==> src/shared/ssr_pkg.sv <==
// Package with register map, field layout and codes of the status bank.
package ssr_pkg;
  // ----------------------------------------------------------------
  // Register offsets
  // ----------------------------------------------------------------
  localparam logic [7:0] ADDR_CHIP_REVISION = 8'h00;
  localparam logic [7:0] ADDR_STATUS_FLAG_SET = 8'h01;
  localparam logic [7:0] ADDR_GENERAL_STATUS_ONE = 8'h05;
  localparam logic [7:0] ADDR_GENERAL_FAULT = 8'h38;
  // ----------------------------------------------------------------
  // Field positions and reset values
  // ----------------------------------------------------------------
  localparam int BIT_PG_FAULT = 15;
  localparam int BIT_DIM_LIMIT = 14;
  localparam int BIT_RAIL_TIMER = 13;
  localparam int BIT_PARITY = 12;
  localparam int BIT_ADC_ERR = 11;
  localparam int BIT_CSUM_LED = 10;
  localparam int BIT_CSUM_SENSOR = 9;
  localparam int BIT_CSUM_ADC = 8;
  localparam int BIT_WD_TWO = 7;
  localparam int BIT_WD_ONE = 6;
  localparam int BIT_STATE_CHG = 5;
  localparam int BIT_BRIGHT = 4;
  localparam int BIT_RAIL_FAULT = 3;
  localparam int BIT_TEMP_WARN = 2;
  localparam int BIT_TEMP_ERR = 1;
  localparam int BIT_PROJ_LOW = 0;
  localparam logic [15:0] STATUS_RESET = 16'h0000;
  localparam logic [15:0] GENERAL_RESET = 16'h0000;
  localparam logic [15:0] FAULT_RESET = 16'h0000;
  localparam logic [15:0] UNMAPPED_DATA = 16'h0000;
  // ----------------------------------------------------------------
  // Last reset cause codes
  // ----------------------------------------------------------------
  typedef enum logic [2:0] {
    SSR_CAUSE_POR = 3'b000,
    SSR_CAUSE_PROJ_LOW = 3'b001,
    SSR_CAUSE_WD_ONE = 3'b010,
    SSR_CAUSE_WD_TWO = 3'b011,
    SSR_CAUSE_OVERTEMP = 3'b100,
    SSR_CAUSE_SW_CYCLE = 3'b101
  } ssr_cause_t;
  localparam logic [4:0] STATE_OFF = 5'h02;
endpackage : ssr_pkg

==> src/shared/ssr_rd_if.sv <==
// Interface carrying one register read between bank and read mux.
`timescale 1ns/100ps
interface ssr_rd_if;
  logic [7:0] addr;
  logic [15:0] data;
  modport bank (input addr, output data);
  modport mux (output addr, input data);
endinterface : ssr_rd_if

==> src/verilog/ssr_read_mux.sv <==
// Registered read port; the primary and monitor ports each get their own instance.
`timescale 1ns/100ps
module ssr_read_mux
  import ssr_pkg::*;
(
  input wire logic clk,
  input wire logic nrst,
  input wire logic rdEn,
  input wire logic [7:0] rdAddr,
  output logic [15:0] rdData,
  ssr_rd_if.mux bank
);
  logic [15:0] rdData_ff;

  assign bank.addr = rdAddr;
  assign rdData = rdData_ff;

  // Data holds between reads so a slow serial shifter can take it.
  always_ff @(posedge clk) begin
    if (!nrst) begin
      rdData_ff <= 16'h0000;
    end else if (rdEn) begin
      rdData_ff <= bank.data;
    end
  end
endmodule : ssr_read_mux

==> src/verilog/ssr_status_bank.sv <==
// System status register bank: revision, status flags, general status.
`timescale 1ns/100ps
// Functional notes
// RULE1: Read-only revision at 0x00: major [7:4], minor [3:0], upper byte zero.
// RULE2: Status flags set by hardware or by writing ones; zeros ignored.
// RULE3: Bit 15 set while any general fault bit is set.
// RULE4: Bit 14 set when dimming pulse reaches width limit.
// RULE5: Bit 13 set when mirror rail power-good timer expires.
// RULE6: Bit 12 set on primary port parity error in command or data.
// RULE7: Bit 11 is OR of all ADC block error flags.
// RULE8: Bits 10..8 checksum errors; bits 7 and 6 watchdog errors.
// RULE9: Bit 5 set whenever the top-level state changes.
// RULE10: Bit 4 set on excessive brightness fault.
// RULE11: Bit 3 set on mirror offset, reset or bias rail fault.
// RULE12: Bit 2 set at die temperature warning threshold.
// RULE13: Bit 1 set at die temperature error; always drives park output.
// RULE14: Bit 0 reads one while projector enable input is low.
// RULE15: General status [15:12] reports the clock ratio reading.
// RULE16: General status [7:5] records cause of last pass through off.
// RULE17: General status [4:0] shows current top-level state code.
// RULE18: General fault register read-only, resets to zero, ones are faults.
// RULE19: Monitor port only reads and must send complete transactions.
// RULE20: Status flags stay set until device reset.
module ssr_status_bank
  import ssr_pkg::*;
#(
  parameter logic [3:0] MAJOR_REV = 4'h1, // Arbitrary value.
  parameter logic [3:0] MINOR_REV = 4'h0  // Arbitrary value.
)
(
  input wire logic clk,
  input wire logic nrst,
  // Primary serial port register access.
  input wire logic priWrEn,
  input wire logic priRdEn,
  input wire logic [7:0] priAddr,
  input wire logic [15:0] priWrData,
  output logic [15:0] priRdData,
  // Monitor serial port, read only.
  input wire logic monRdEn,
  input wire logic [7:0] monAddr,
  output logic [15:0] monRdData,
  // Hardware event sources.
  input wire logic [15:0] generalFault,
  input wire logic dimmingPulseWidthLimit,
  input wire logic mirrorRailTimerExpired,
  input wire logic parityError,
  input wire logic [7:0] adcErrorFlags,
  input wire logic [2:0] checksumError,
  input wire logic watchdogTwoError,
  input wire logic watchdogOneError,
  input wire logic brightnessFault,
  input wire logic mirrorRailPowergoodFault,
  input wire logic tempWarning,
  input wire logic tempError,
  input wire logic projectorEnableInput,
  input wire logic [3:0] clockRatio,
  input wire logic [2:0] offCause,
  input wire logic [4:0] topState,
  output logic parkOutputN
);
  // ----------------------------------------------------------------
  // State
  // ----------------------------------------------------------------
  logic [15:0] status_ff;
  logic [15:0] nxt_status;
  logic [15:0] hwEvents;
  logic [4:0] topState_ff;
  logic [2:0] lastCause_ff;
  logic [15:0] fault_ff;
  logic stateSeen_ff;
  logic stateChanged;

  ssr_rd_if priIf ();
  ssr_rd_if monIf ();

  function automatic logic [15:0] readReg(input logic [7:0] addr,
                                          input logic [15:0] st,
                                          input logic [15:0] gs,
                                          input logic [15:0] gf);
    case (addr)
      ADDR_CHIP_REVISION: readReg = {8'h00, MAJOR_REV, MINOR_REV}; // RULE1
      ADDR_STATUS_FLAG_SET: readReg = st;
      ADDR_GENERAL_STATUS_ONE: readReg = gs;
      ADDR_GENERAL_FAULT: readReg = gf; // RULE18
      default: readReg = UNMAPPED_DATA;
    endcase
  endfunction : readReg

  // ----------------------------------------------------------------
  // Hardware event collection
  // ----------------------------------------------------------------
  assign stateChanged = stateSeen_ff && (topState != topState_ff); // RULE9

  always_comb begin
    hwEvents = 16'h0000;
    hwEvents[BIT_PG_FAULT] = |fault_ff; // RULE3
    hwEvents[BIT_DIM_LIMIT] = dimmingPulseWidthLimit; // RULE4
    hwEvents[BIT_RAIL_TIMER] = mirrorRailTimerExpired; // RULE5
    hwEvents[BIT_PARITY] = parityError; // RULE6
    hwEvents[BIT_ADC_ERR] = |adcErrorFlags; // RULE7
    hwEvents[BIT_CSUM_LED] = checksumError[2]; // RULE8
    hwEvents[BIT_CSUM_SENSOR] = checksumError[1]; // RULE8
    hwEvents[BIT_CSUM_ADC] = checksumError[0]; // RULE8
    hwEvents[BIT_WD_TWO] = watchdogTwoError; // RULE8
    hwEvents[BIT_WD_ONE] = watchdogOneError; // RULE8
    hwEvents[BIT_STATE_CHG] = stateChanged; // RULE9
    hwEvents[BIT_BRIGHT] = brightnessFault; // RULE10
    hwEvents[BIT_RAIL_FAULT] = mirrorRailPowergoodFault; // RULE11
    hwEvents[BIT_TEMP_WARN] = tempWarning; // RULE12
    hwEvents[BIT_TEMP_ERR] = tempError; // RULE13
    hwEvents[BIT_PROJ_LOW] = !projectorEnableInput; // RULE14
  end

  // ----------------------------------------------------------------
  // Status flags
  // ----------------------------------------------------------------
  // Flags only accumulate; there is no clear path besides reset, so a
  // set and a clear can never collide.
  always_comb begin
    nxt_status = status_ff | hwEvents; // RULE20
    if (priWrEn && priAddr == ADDR_STATUS_FLAG_SET) begin
      nxt_status = nxt_status | priWrData; // RULE2
    end
  end

  always_ff @(posedge clk) begin
    if (!nrst) begin
      status_ff <= STATUS_RESET; // RULE2
    end else begin
      status_ff <= nxt_status; // RULE20
    end
  end

  // The park output follows the sticky flag; no mask sits in its path.
  assign parkOutputN = !status_ff[BIT_TEMP_ERR]; // RULE13

  // ----------------------------------------------------------------
  // General status and fault capture
  // ----------------------------------------------------------------
  // The first cycle after reset only records the state, so reset itself
  // is not reported as a change.
  always_ff @(posedge clk) begin
    if (!nrst) begin
      topState_ff <= 5'h00;
      stateSeen_ff <= 1'b0;
    end else begin
      topState_ff <= topState; // RULE17
      stateSeen_ff <= 1'b1;
    end
  end

  // Cause is latched on entry into off so it survives later transitions.
  always_ff @(posedge clk) begin
    if (!nrst) begin
      lastCause_ff <= SSR_CAUSE_POR;
    end else if (topState == STATE_OFF && topState_ff != STATE_OFF) begin
      lastCause_ff <= offCause; // RULE16
    end
  end

  always_ff @(posedge clk) begin
    if (!nrst) begin
      fault_ff <= FAULT_RESET; // RULE18
    end else begin
      fault_ff <= generalFault; // RULE18
    end
  end

  logic [15:0] generalStatus;
  logic [3:0] ratio_ff;

  always_ff @(posedge clk) begin
    if (!nrst) begin
      ratio_ff <= GENERAL_RESET[15:12];
    end else begin
      ratio_ff <= clockRatio; // RULE15
    end
  end

  assign generalStatus = {ratio_ff, 4'h0, lastCause_ff, topState_ff}; // RULE17

  // ----------------------------------------------------------------
  // Read ports
  // ----------------------------------------------------------------
  assign priIf.data = readReg(priIf.addr, status_ff, generalStatus, fault_ff);
  // The monitor port has no write path at all.
  assign monIf.data = readReg(monIf.addr, status_ff, generalStatus, fault_ff); // RULE19

  ssr_read_mux uPriMux (
    .clk(clk),
    .nrst(nrst),
    .rdEn(priRdEn),
    .rdAddr(priAddr),
    .rdData(priRdData),
    .bank(priIf.mux)
  );

  ssr_read_mux uMonMux (
    .clk(clk),
    .nrst(nrst),
    .rdEn(monRdEn),
    .rdAddr(monAddr),
    .rdData(monRdData),
    .bank(monIf.mux)
  );
endmodule : ssr_status_bank

==> config.mk <==
export PLATFORM = sky130hd
export DESIGN_NAME = ssr_status_bank
export DESIGN_NICKNAME = d
export VERILOG_FILES = /design/src/shared/ssr_pkg.sv /design/src/shared/ssr_rd_if.sv /design/src/verilog/ssr_read_mux.sv /design/src/verilog/ssr_status_bank.sv
export SDC_FILE = /design/constraint.sdc
export NUM_CORES = 1
export LEC_CHECK = 0
export BUFFER_PORTS_ARGS = -buffer_cell sky130_fd_sc_hd__buf_2
export CAP_MARGIN = 20
export CORE_MARGIN = 10
export CORE_UTILIZATION = 50
export CTS_BUF_LIST = sky130_fd_sc_hd__clkbuf_8
export CTS_CLUSTER_SIZE = 8
export DETAILED_ROUTE_END_ITERATION = 12
export PLACE_DENSITY = 0.81
export RECOVER_POWER = 25
export SYNTH_ARGS = -nofsm -noshare
export SYNTH_HDL_FRONTEND = slang
export SYNTH_SLANG_ARGS = --single-unit
==> constraint.sdc <==
create_clock -name clk -period 1.7 [get_ports clk]
set_input_delay 0 -clock clk [delete_from_list [all_inputs] [get_ports clk]]
set_output_delay 0 -clock clk [all_outputs]
set_load 0.02 [all_outputs]
==> flow_metrics.env, run 1 <==
export IMPL_start_kind="flop"
export IMPL_routed_via_density=5.95
export IMPL_crit_arrival_ns=1.91
export IMPL_synth_cell_types=40
export IMPL_cpPeakStageDelay_ns=0.57
export IMPL_synth_seq_cells=77
export IMPL_synth_area_top_cells="dfxtp_1, nand2_1, a222oi_1"
export IMPL_routed_wirelength_um=12200
export IMPL_relSlewSlack_pct=21.3
export IMPL_clock_path_buffers=2
export IMPL_reg2reg_slack_ns=0.04
export IMPL_critPathKind="reg2reg"
export IMPL_rr_worst_depth=4
export IMPL_nets=611
export IMPL_h_tree_depth=3
export IMPL_vias=3608
export IMPL_status="finished, final reports clean"
export IMPL_ys_seq_area_share_pct=49.4
export IMPL_rsz0062_at_grt="true"
export IMPL_post_synth_top_area_cell="dfxtp_1"
export IMPL_synth_top_area_share_pct=49.4
export IMPL_fmax_mhz=602
export IMPL_tritoncts="built"
export IMPL_tightest_slew_ns=1.17
export IMPL_syn_avg_cell_area_um2=9.29
export IMPL_clk_pin_slew_worst_paths_ns=0.08
export IMPL_drv_cap=0
export IMPL_numCtsBuffers=9
export IMPL_reg2reg_to="status_ff[11]$_SDFF_PN0_"
export IMPL_initial_utilization_pct=52.1
export IMPL_die_area_um2=9800
export IMPL_portBuffers=118
export IMPL_power_density_nw_per_um2=831
export IMPL_hold_viol=0
export IMPL_fin_worst_skew_ns=0.00896
export IMPL_drc=0
export IMPL_setup_violations=0
export IMPL_multi_input_area_um2=1480
export IMPL_nFillCells=413
export IMPL_cp_slowest_cell="dlygate4sd3_1"
export IMPL_insertion_delay_ns=0.36
export IMPL_drt_pass1_iter_count=9
export IMPL_gp_congestion=0.901
export IMPL_yosys_warnings=0
export IMPL_cts_root_buf="clkbuf_8"
export IMPL_r2r_start="status_ff[11]$_SDFF_PN0_"
export IMPL_syn_area_um2=3120
export IMPL_power_w=0.00390
export IMPL_path_cells="or4_1, nor3_2, a31oi_1, dlygate4sd3_1"
export IMPL_finalCritPeriodShare_pct=97.7
export IMPL_area_growth_pct=50.6
export IMPL_route_antenna_remaining_nets=0
export IMPL_crit_required_ns=1.95
export IMPL_layout_min_cycle_time_ns=1.66
export IMPL_synthCells=336
export IMPL_drt_iter0_drc=426
export IMPL_core_area_um2=5990
export IMPL_setup_slack_ns=0.0393
export IMPL_grt_max_degree=29
export IMPL_crit_fanout=3
export IMPL_fp_dieH_um=99
export IMPL_dp_worst_setup_slack_ns=0.0638
export IMPL_syn_nets=422
export IMPL_hp_start="monRdEn"
export IMPL_p_leak_nw=1.91
export IMPL_worstHoldPathCells=5
export IMPL_regArea_um2=1540
export IMPL_min_to="uMonMux.rdData[4]$_SDFFE_PN0P_"
export IMPL_ioPinCount=119
export IMPL_antenna_found_initial=1
export IMPL_cp_end_kind="flop"
export IMPL_die_w_um=99
export IMPL_fp_row_count=28
export IMPL_wire_per_inst_um=20.1
export IMPL_grt_remaining_overflow=0
export IMPL_fin_util_pct=78.4
export IMPL_slew_violations=0
export IMPL_holdCritPathClass="in2reg"
export IMPL_clock_sinks=77
export IMPL_grt_total_usage_pct=23.6
export IMPL_grt_pass1_wl_um=18800
export IMPL_vdd_drop_max_uv=874
export IMPL_hpwl_um=8010
export IMPL_first_global_vias=3691
export IMPL_drive_gt1_share_pct=30.8
[cells by family (layout without fill, tap and decap cells)]
family | Yosys count | count (layout) | synth area share [%]
buffers and inverters | 26 | 220 | 3.49
other | 0 | 1 | 0
and+or+nand+nor | 134 | 134 | 22.2
xor gates and xnor gates | 5 | 5 | 1.40
AOI/OAI and AO/OA | 89 | 89 | 21.9
DFF | 77 | 77 | 49.4
muxes | 5 | 5 | 1.60
[layout by cell type (no fill, tap or decap), types with 3 or more instances in the layout]
master | Yosys | layout
and2_0 | 0 | 10
dlygate4sd3_1 | 0 | 58
nand2_1 | 56 | 56
nor3_2 | 2 | 3
a22oi_1 | 24 | 24
buf_2 | 3 | 118
and2_1 | 25 | 15
inv_1 | 7 | 7
clkbuf_8 | 0 | 10
buf_4 | 0 | 19
a222oi_1 | 20 | 20
nor4_1 | 5 | 5
nor2_1 | 20 | 20
nand3_1 | 3 | 3
a32oi_1 | 6 | 6
dfxtp_1 | 77 | 76
mux2i_1 | 5 | 5
a31oi_1 | 3 | 3
a21oi_1 | 4 | 4
o21ai_0 | 13 | 13
xnor2_1 | 3 | 3
nor3_1 | 7 | 6
a211oi_1 | 13 | 12
[Yosys cell counts, drive strengths merged]
cell	number
xnor2	3
a21boi	1
or3	2
dfxtp	77
o31ai	2
nand4	1
nand2	56
a211oi	13
o21ai	13
a22oi	24
nor3	9
a21oi	4
nor2b	2
a2111oi	1
a32oi	6
or4	1
xor2	2
nor3b	1
nor2	20
inv	7
nand4b	1
a222oi	20
and3	1
and2	25
nand3b	1
nand3	3
clkbuf	14
mux2i	5
or4b	3
buf	5
a31oi	3
nor4b	1
o2111ai	2
nor4	7
[report_power, final]
part / switching [W] / total [W] / internal (W)
clock: 0.000698 / 0.00156 / 0.000864
combinational: 0.000177 / 0.000415 / 0.000238
sequential: 0.0000639 / 0.00193 / 0.00186
total: 0.000939 / 0.00390 / 0.00297
[what timing repair did]
action                                 in CTS  in global routing
setup endpoints to repair                   0                  3
resized for setup                           0                  4
buffers inserted                            0                  0
endpoints found under the hold margin      44                  0
hold buffers                               58                  0
[critical path, delay by kind of cell (launching register included)]
kind | cells | cell delay [ns]
buffers and inverters | 1 | 0.57
AND/OR/NAND/NOR | 2 | 0.53
AO/OA/AOI/OAI | 1 | 0.10
flip-flops | 1 | 0.35
[stage by stage]
stage                     instance area [um2]  hold WS, ns  TNS, ns  std cells
after floorplan                          3120       0.0277        0        336
after global placement                   3880        0.198        0        531
after detailed placement                 3880        0.204        0        531
after CTS                                4680       0.0298        0        605
after global routing                     4700        0.112  -0.0170        606
final                                    4700       0.0924        0        606
[sequential cells by signal, summed over array words and instances (netlist names)]
| signal | cells |
|---|---|
| uPriMux.rdData | 16 |
| fault_ff | 16 |
| uMonMux.rdData | 16 |
| topState_ff | 5 |
| lastCause_ff | 3 |
| ratio_ff | 4 |
| status_ff | 16 |
| stateSeen_ff | 1 |
[final cells by class]
class	instances	area share [%]
Timing Repair Buffer	197	28.3
Clock buffer	10	2.93
Clock inverter	6	1.84
Multi-Input combinational cell	233	31.5
Sequential cell	77	32.8
Tap cell	75	2.00
Antenna cell	1	0.0533
Inverter	7	0.559
[per-layer routing]
metal  vias to the layer above  global-route usage [%]  wire, um
met4                         0                    9.92       386
met5                         -                       0         0
met3                        41                    7.40      1380
met2                       264                    40.5      6060
li1                       1631                       -         -
met1                      1672                    26.3      4350
[how the worst max path moves through the flow]
stage,startpoint,end,slack (ns),cells after the start
after CTS,status_ff[11]$_SDFF_PN0_,status_ff[11]$_SDFF_PN0_,0.04,4
after global placement,monAddr[4],uMonMux.rdData[14]$_SDFFE_PN0P_,0.16,4
after floorplan,topState[0],lastCause_ff[2]$_SDFFE_PN0P_,0.33,4
after detailed placement,monAddr[4],uMonMux.rdData[2]$_SDFFE_PN0P_,0.06,4
final,status_ff[11]$_SDFF_PN0_,status_ff[11]$_SDFF_PN0_,0.04,4
after global routing,priAddr[3],status_ff[8]$_SDFF_PN0_,-0.009,7
(Power assumes the default switching activity.)
==> run 2: changes to the inputs <==
- CORE_UTILIZATION: 50 -> 52
- PLACE_DENSITY: 0.81 -> 0.82
- RECOVER_POWER: 25 -> 100
- SYNTH_HIERARCHICAL: unset -> 1
==> run 2 against run 1 <==
- fmax is 0.69% lower
- clock power is 8% lower
- first-iteration DRC count is 13% lower
- power is 2.6% lower
- core utilization is 4.4 points lower
- critical endpoint is now lastCause_ff[1]$_SDFFE_PN0P_
- largest power group unchanged
==> flow_metrics.env, run 2 <==
export IMPL_synth_top_area_share_pct=44.7
export IMPL_crit_start="topState[0]"
export IMPL_cts_root_buf="clkbuf_8"
export IMPL_hold_viol=0
export IMPL_crit_arrival_ns=1.89
export IMPL_cp_slowest_cell="dlygate4sd3_1"
export IMPL_slew_violations=0
export IMPL_grt_remaining_overflow=0
export IMPL_r2r_start="topState_ff[2]$_SDFF_PN0_"
export IMPL_setup_slack_ns=0.0278
export IMPL_post_synth_top_area_cell="dfxtp_1"
export IMPL_finalHoldWorstSlack_ns=0.0492
export IMPL_routed_via_density=5.60
export IMPL_ys_async_sr_fraction_pct=0
export IMPL_final_common_cell="buf_2"
export IMPL_grt_pass1_wl_um=18000
export IMPL_finalInstanceArea_um2=4730
export IMPL_wire_per_inst_um=19.6
export IMPL_layout_min_cycle_time_ns=1.67
export IMPL_start_kind="primary input"
export IMPL_route_antenna_remaining_nets=0
export IMPL_die_w_um=101
export IMPL_h_tree_depth=3
export IMPL_synth_edf_count=0
export IMPL_clock_path_buffers=2
export IMPL_cp_end_kind="flop"
export IMPL_dp_worst_setup_slack_ns=0.235
export IMPL_relSlewSlack_pct=41.1
export IMPL_portBuffers=118
export IMPL_rsz0062_at_grt="false"
export IMPL_clk_pin_slew_worst_paths_ns=0.08
export IMPL_post_cts_setup_buffers=0
export IMPL_critPathKind="in2reg"
export IMPL_path_cells="dlygate4sd3_1, buf_2, or4b_4, a211oi_4, mux2i_1, nor2_1"
export IMPL_syn_avg_cell_area_um2=10.1
export IMPL_drt_iter0_drc=369
export IMPL_vias=3284
export IMPL_reg2reg_slack_ns=0.26
export IMPL_yosys_top_cells_count="dfxtp_1, mux2i_1, nor2b_1, and2_1, nor2_1"
export IMPL_ys_flop_type="dfxtp_1"
export IMPL_fp_dieH_um=101
export IMPL_fin_worst_skew_ns=0.00594
export IMPL_cpPeakStageDelay_ns=0.55
export IMPL_drive_gt1_share_pct=21.9
export IMPL_regArea_um2=1540
export IMPL_nets=589
export IMPL_yosysMostFrequentCell="dfxtp_1"
export IMPL_synthCells=340
export IMPL_antenna_found_initial=1
export IMPL_fmax_mhz=598
export IMPL_reg2reg_to="lastCause_ff[1]$_SDFFE_PN0P_"
export IMPL_p_leak_nw=2.06
export IMPL_tritoncts="built"
export IMPL_critical_path_top_delay_family="buffers and inverters"
export IMPL_numCtsBuffers=9
export IMPL_path_buf_inv=2
export IMPL_nFillCells=450
export IMPL_clock_sinks=77
export IMPL_first_global_vias=3509
export IMPL_yosys_area_share_simple_pct=18.6
export IMPL_synth_top_family_by_area="simple AND/OR/NAND/NOR gates"
export IMPL_synth_area_top_cells="dfxtp_1, mux2i_1, nor2b_1"
export IMPL_fin_util_pct=74.0
export IMPL_tightest_slew_ns=0.883
export IMPL_drt_pass1_iter_count=7
export IMPL_synth_mux_area_share_pct=13.6
export IMPL_place_area_um2=3960
export IMPL_crit_required_ns=1.91
export IMPL_ys_seq_area_share_pct=44.7
export IMPL_drc=0
export IMPL_synth_seq_cells=77
export IMPL_multi_input_area_um2=1590
export IMPL_grt_total_usage_pct=22.2
export IMPL_finalSetupTns_ns=0
export IMPL_final_cell_mix="buf_2, dfxtp_1, dlygate4sd3_1"
export IMPL_hpwl_um=7160
export IMPL_initial_utilization_pct=54.0
export IMPL_crit_fanout=3
export IMPL_gp_congestion=0.870
export IMPL_fp_row_count=29
export IMPL_core_area_um2=6390
export IMPL_finalCritPeriodShare_pct=98.4
export IMPL_drv_cap=0
export IMPL_status="finished, final reports clean"
export IMPL_yosys_area_share_adder_pct=0
export IMPL_worstSetupEndpoint="lastCause_ff[1]$_SDFFE_PN0P_"
export IMPL_syn_area_um2=3450
export IMPL_insertion_delay_ns=0.35
export IMPL_yosys_warnings=6
export IMPL_grt_max_degree=59
export IMPL_power_density_nw_per_um2=805
export IMPL_setup_violations=0
export IMPL_vdd_drop_max_uv=742
export IMPL_ioPinCount=119
export IMPL_synth_cell_types=40
export IMPL_rr_worst_depth=4
export IMPL_syn_nets=426
export IMPL_area_growth_pct=37.0
export IMPL_yosys_area_share_xor_xnor_pct=1.27
export IMPL_die_area_um2=10300
export IMPL_holdCritPathClass="in2reg"
export IMPL_routed_wirelength_um=11500
export IMPL_worst_path_stages=6
export IMPL_synth_compound_area_share_pct=12.9
==> run 2: cell types whose count changed after synthesis, moves of 3 or more <==
cell / change
a222oi_1: -9
a22o_1: +8
a22oi_1: -24
a32oi_1: -6
buf_4: +17
clkbuf_1: -3
inv_1: +8
mux2i_1: +42
nand2_1: -50
nor2b_1: +30
o21ai_0: -13
o2bb2ai_1: +11
==> run 2: power by group <==
part | switching, W | total [W] | leakage (nW) | internal (W)
registers | 0.0000629 | 0.00193 | 0.633 | 0.00186
clock network | 0.000646 | 0.00144 | 0.112 | 0.000791
logic | 0.000179 | 0.000439 | 1.32 | 0.000261
==> run 2: worst register-to-register path: stages, from the launching register on <==
cell	delay, ns
dfxtp_1	0.48
nor4b_2	0.11
a211oi_4	0.36
mux2i_1	0.29
nor2_1	0.07
==> run 2: timing repair <==
item,in CTS,in global routing
gates resized for setup,0,2
endpoints found under the setup margin,0,3
hold endpoints to repair,44,0
hold buffers,61,0
==> run 2: worst min-delay path by stage <==
stage / startpoint / endpoint / cells past startpoint
after floorplan: nrst / stateSeen_ff$_DFF_P_ / 0
after global placement: generalFault[11] / fault_ff[11]$_SDFF_PN0_ / 2
after global routing: adcErrorFlags[4] / status_ff[11]$_SDFF_PN0_ / 4
after detailed placement: generalFault[8] / fault_ff[8]$_SDFF_PN0_ / 2
after CTS: adcErrorFlags[4] / status_ff[11]$_SDFF_PN0_ / 4
final: adcErrorFlags[4] / status_ff[11]$_SDFF_PN0_ / 4
==> run 2: per-stage QoR <==
step                total power, W  cells
floorplan                  0.00215    340
global placement           0.00226    508
detailed placement         0.00227    508
CTS                        0.00379    585
global route               0.00393    586
finish                     0.00380    586
==> run 2: cell type report <==
type                            count  area share (%)
Tap cell                           77            2.04
Timing Repair Buffer              187            25.9
Antenna cell                        1          0.0529
Multi-Input combinational cell    212            33.7
Inverter                           16            1.27
Clock buffer                       12            3.49
Sequential cell                    77            32.6
Clock inverter                      4           0.953
==> run 2: kinds of logic (layout without fill, tap and decap cells) <==
kind of cell / after synthesis / in the layout
buf+inv: 51 / 219
simple gates: 106 / 106
compound gates: 54 / 54
mux: 47 / 47
xor+xnor: 5 / 5
other cells: 0 / 1
flops: 77 / 77
==> run 2: metal layers <==
layer	up-vias	GRT usage (%)	wire [um]
met5	-	0	0
met4	0	9.97	412
met3	35	6.40	1050
met2	198	38.2	5620
met1	1533	24.9	4410
li1	1518	-	-
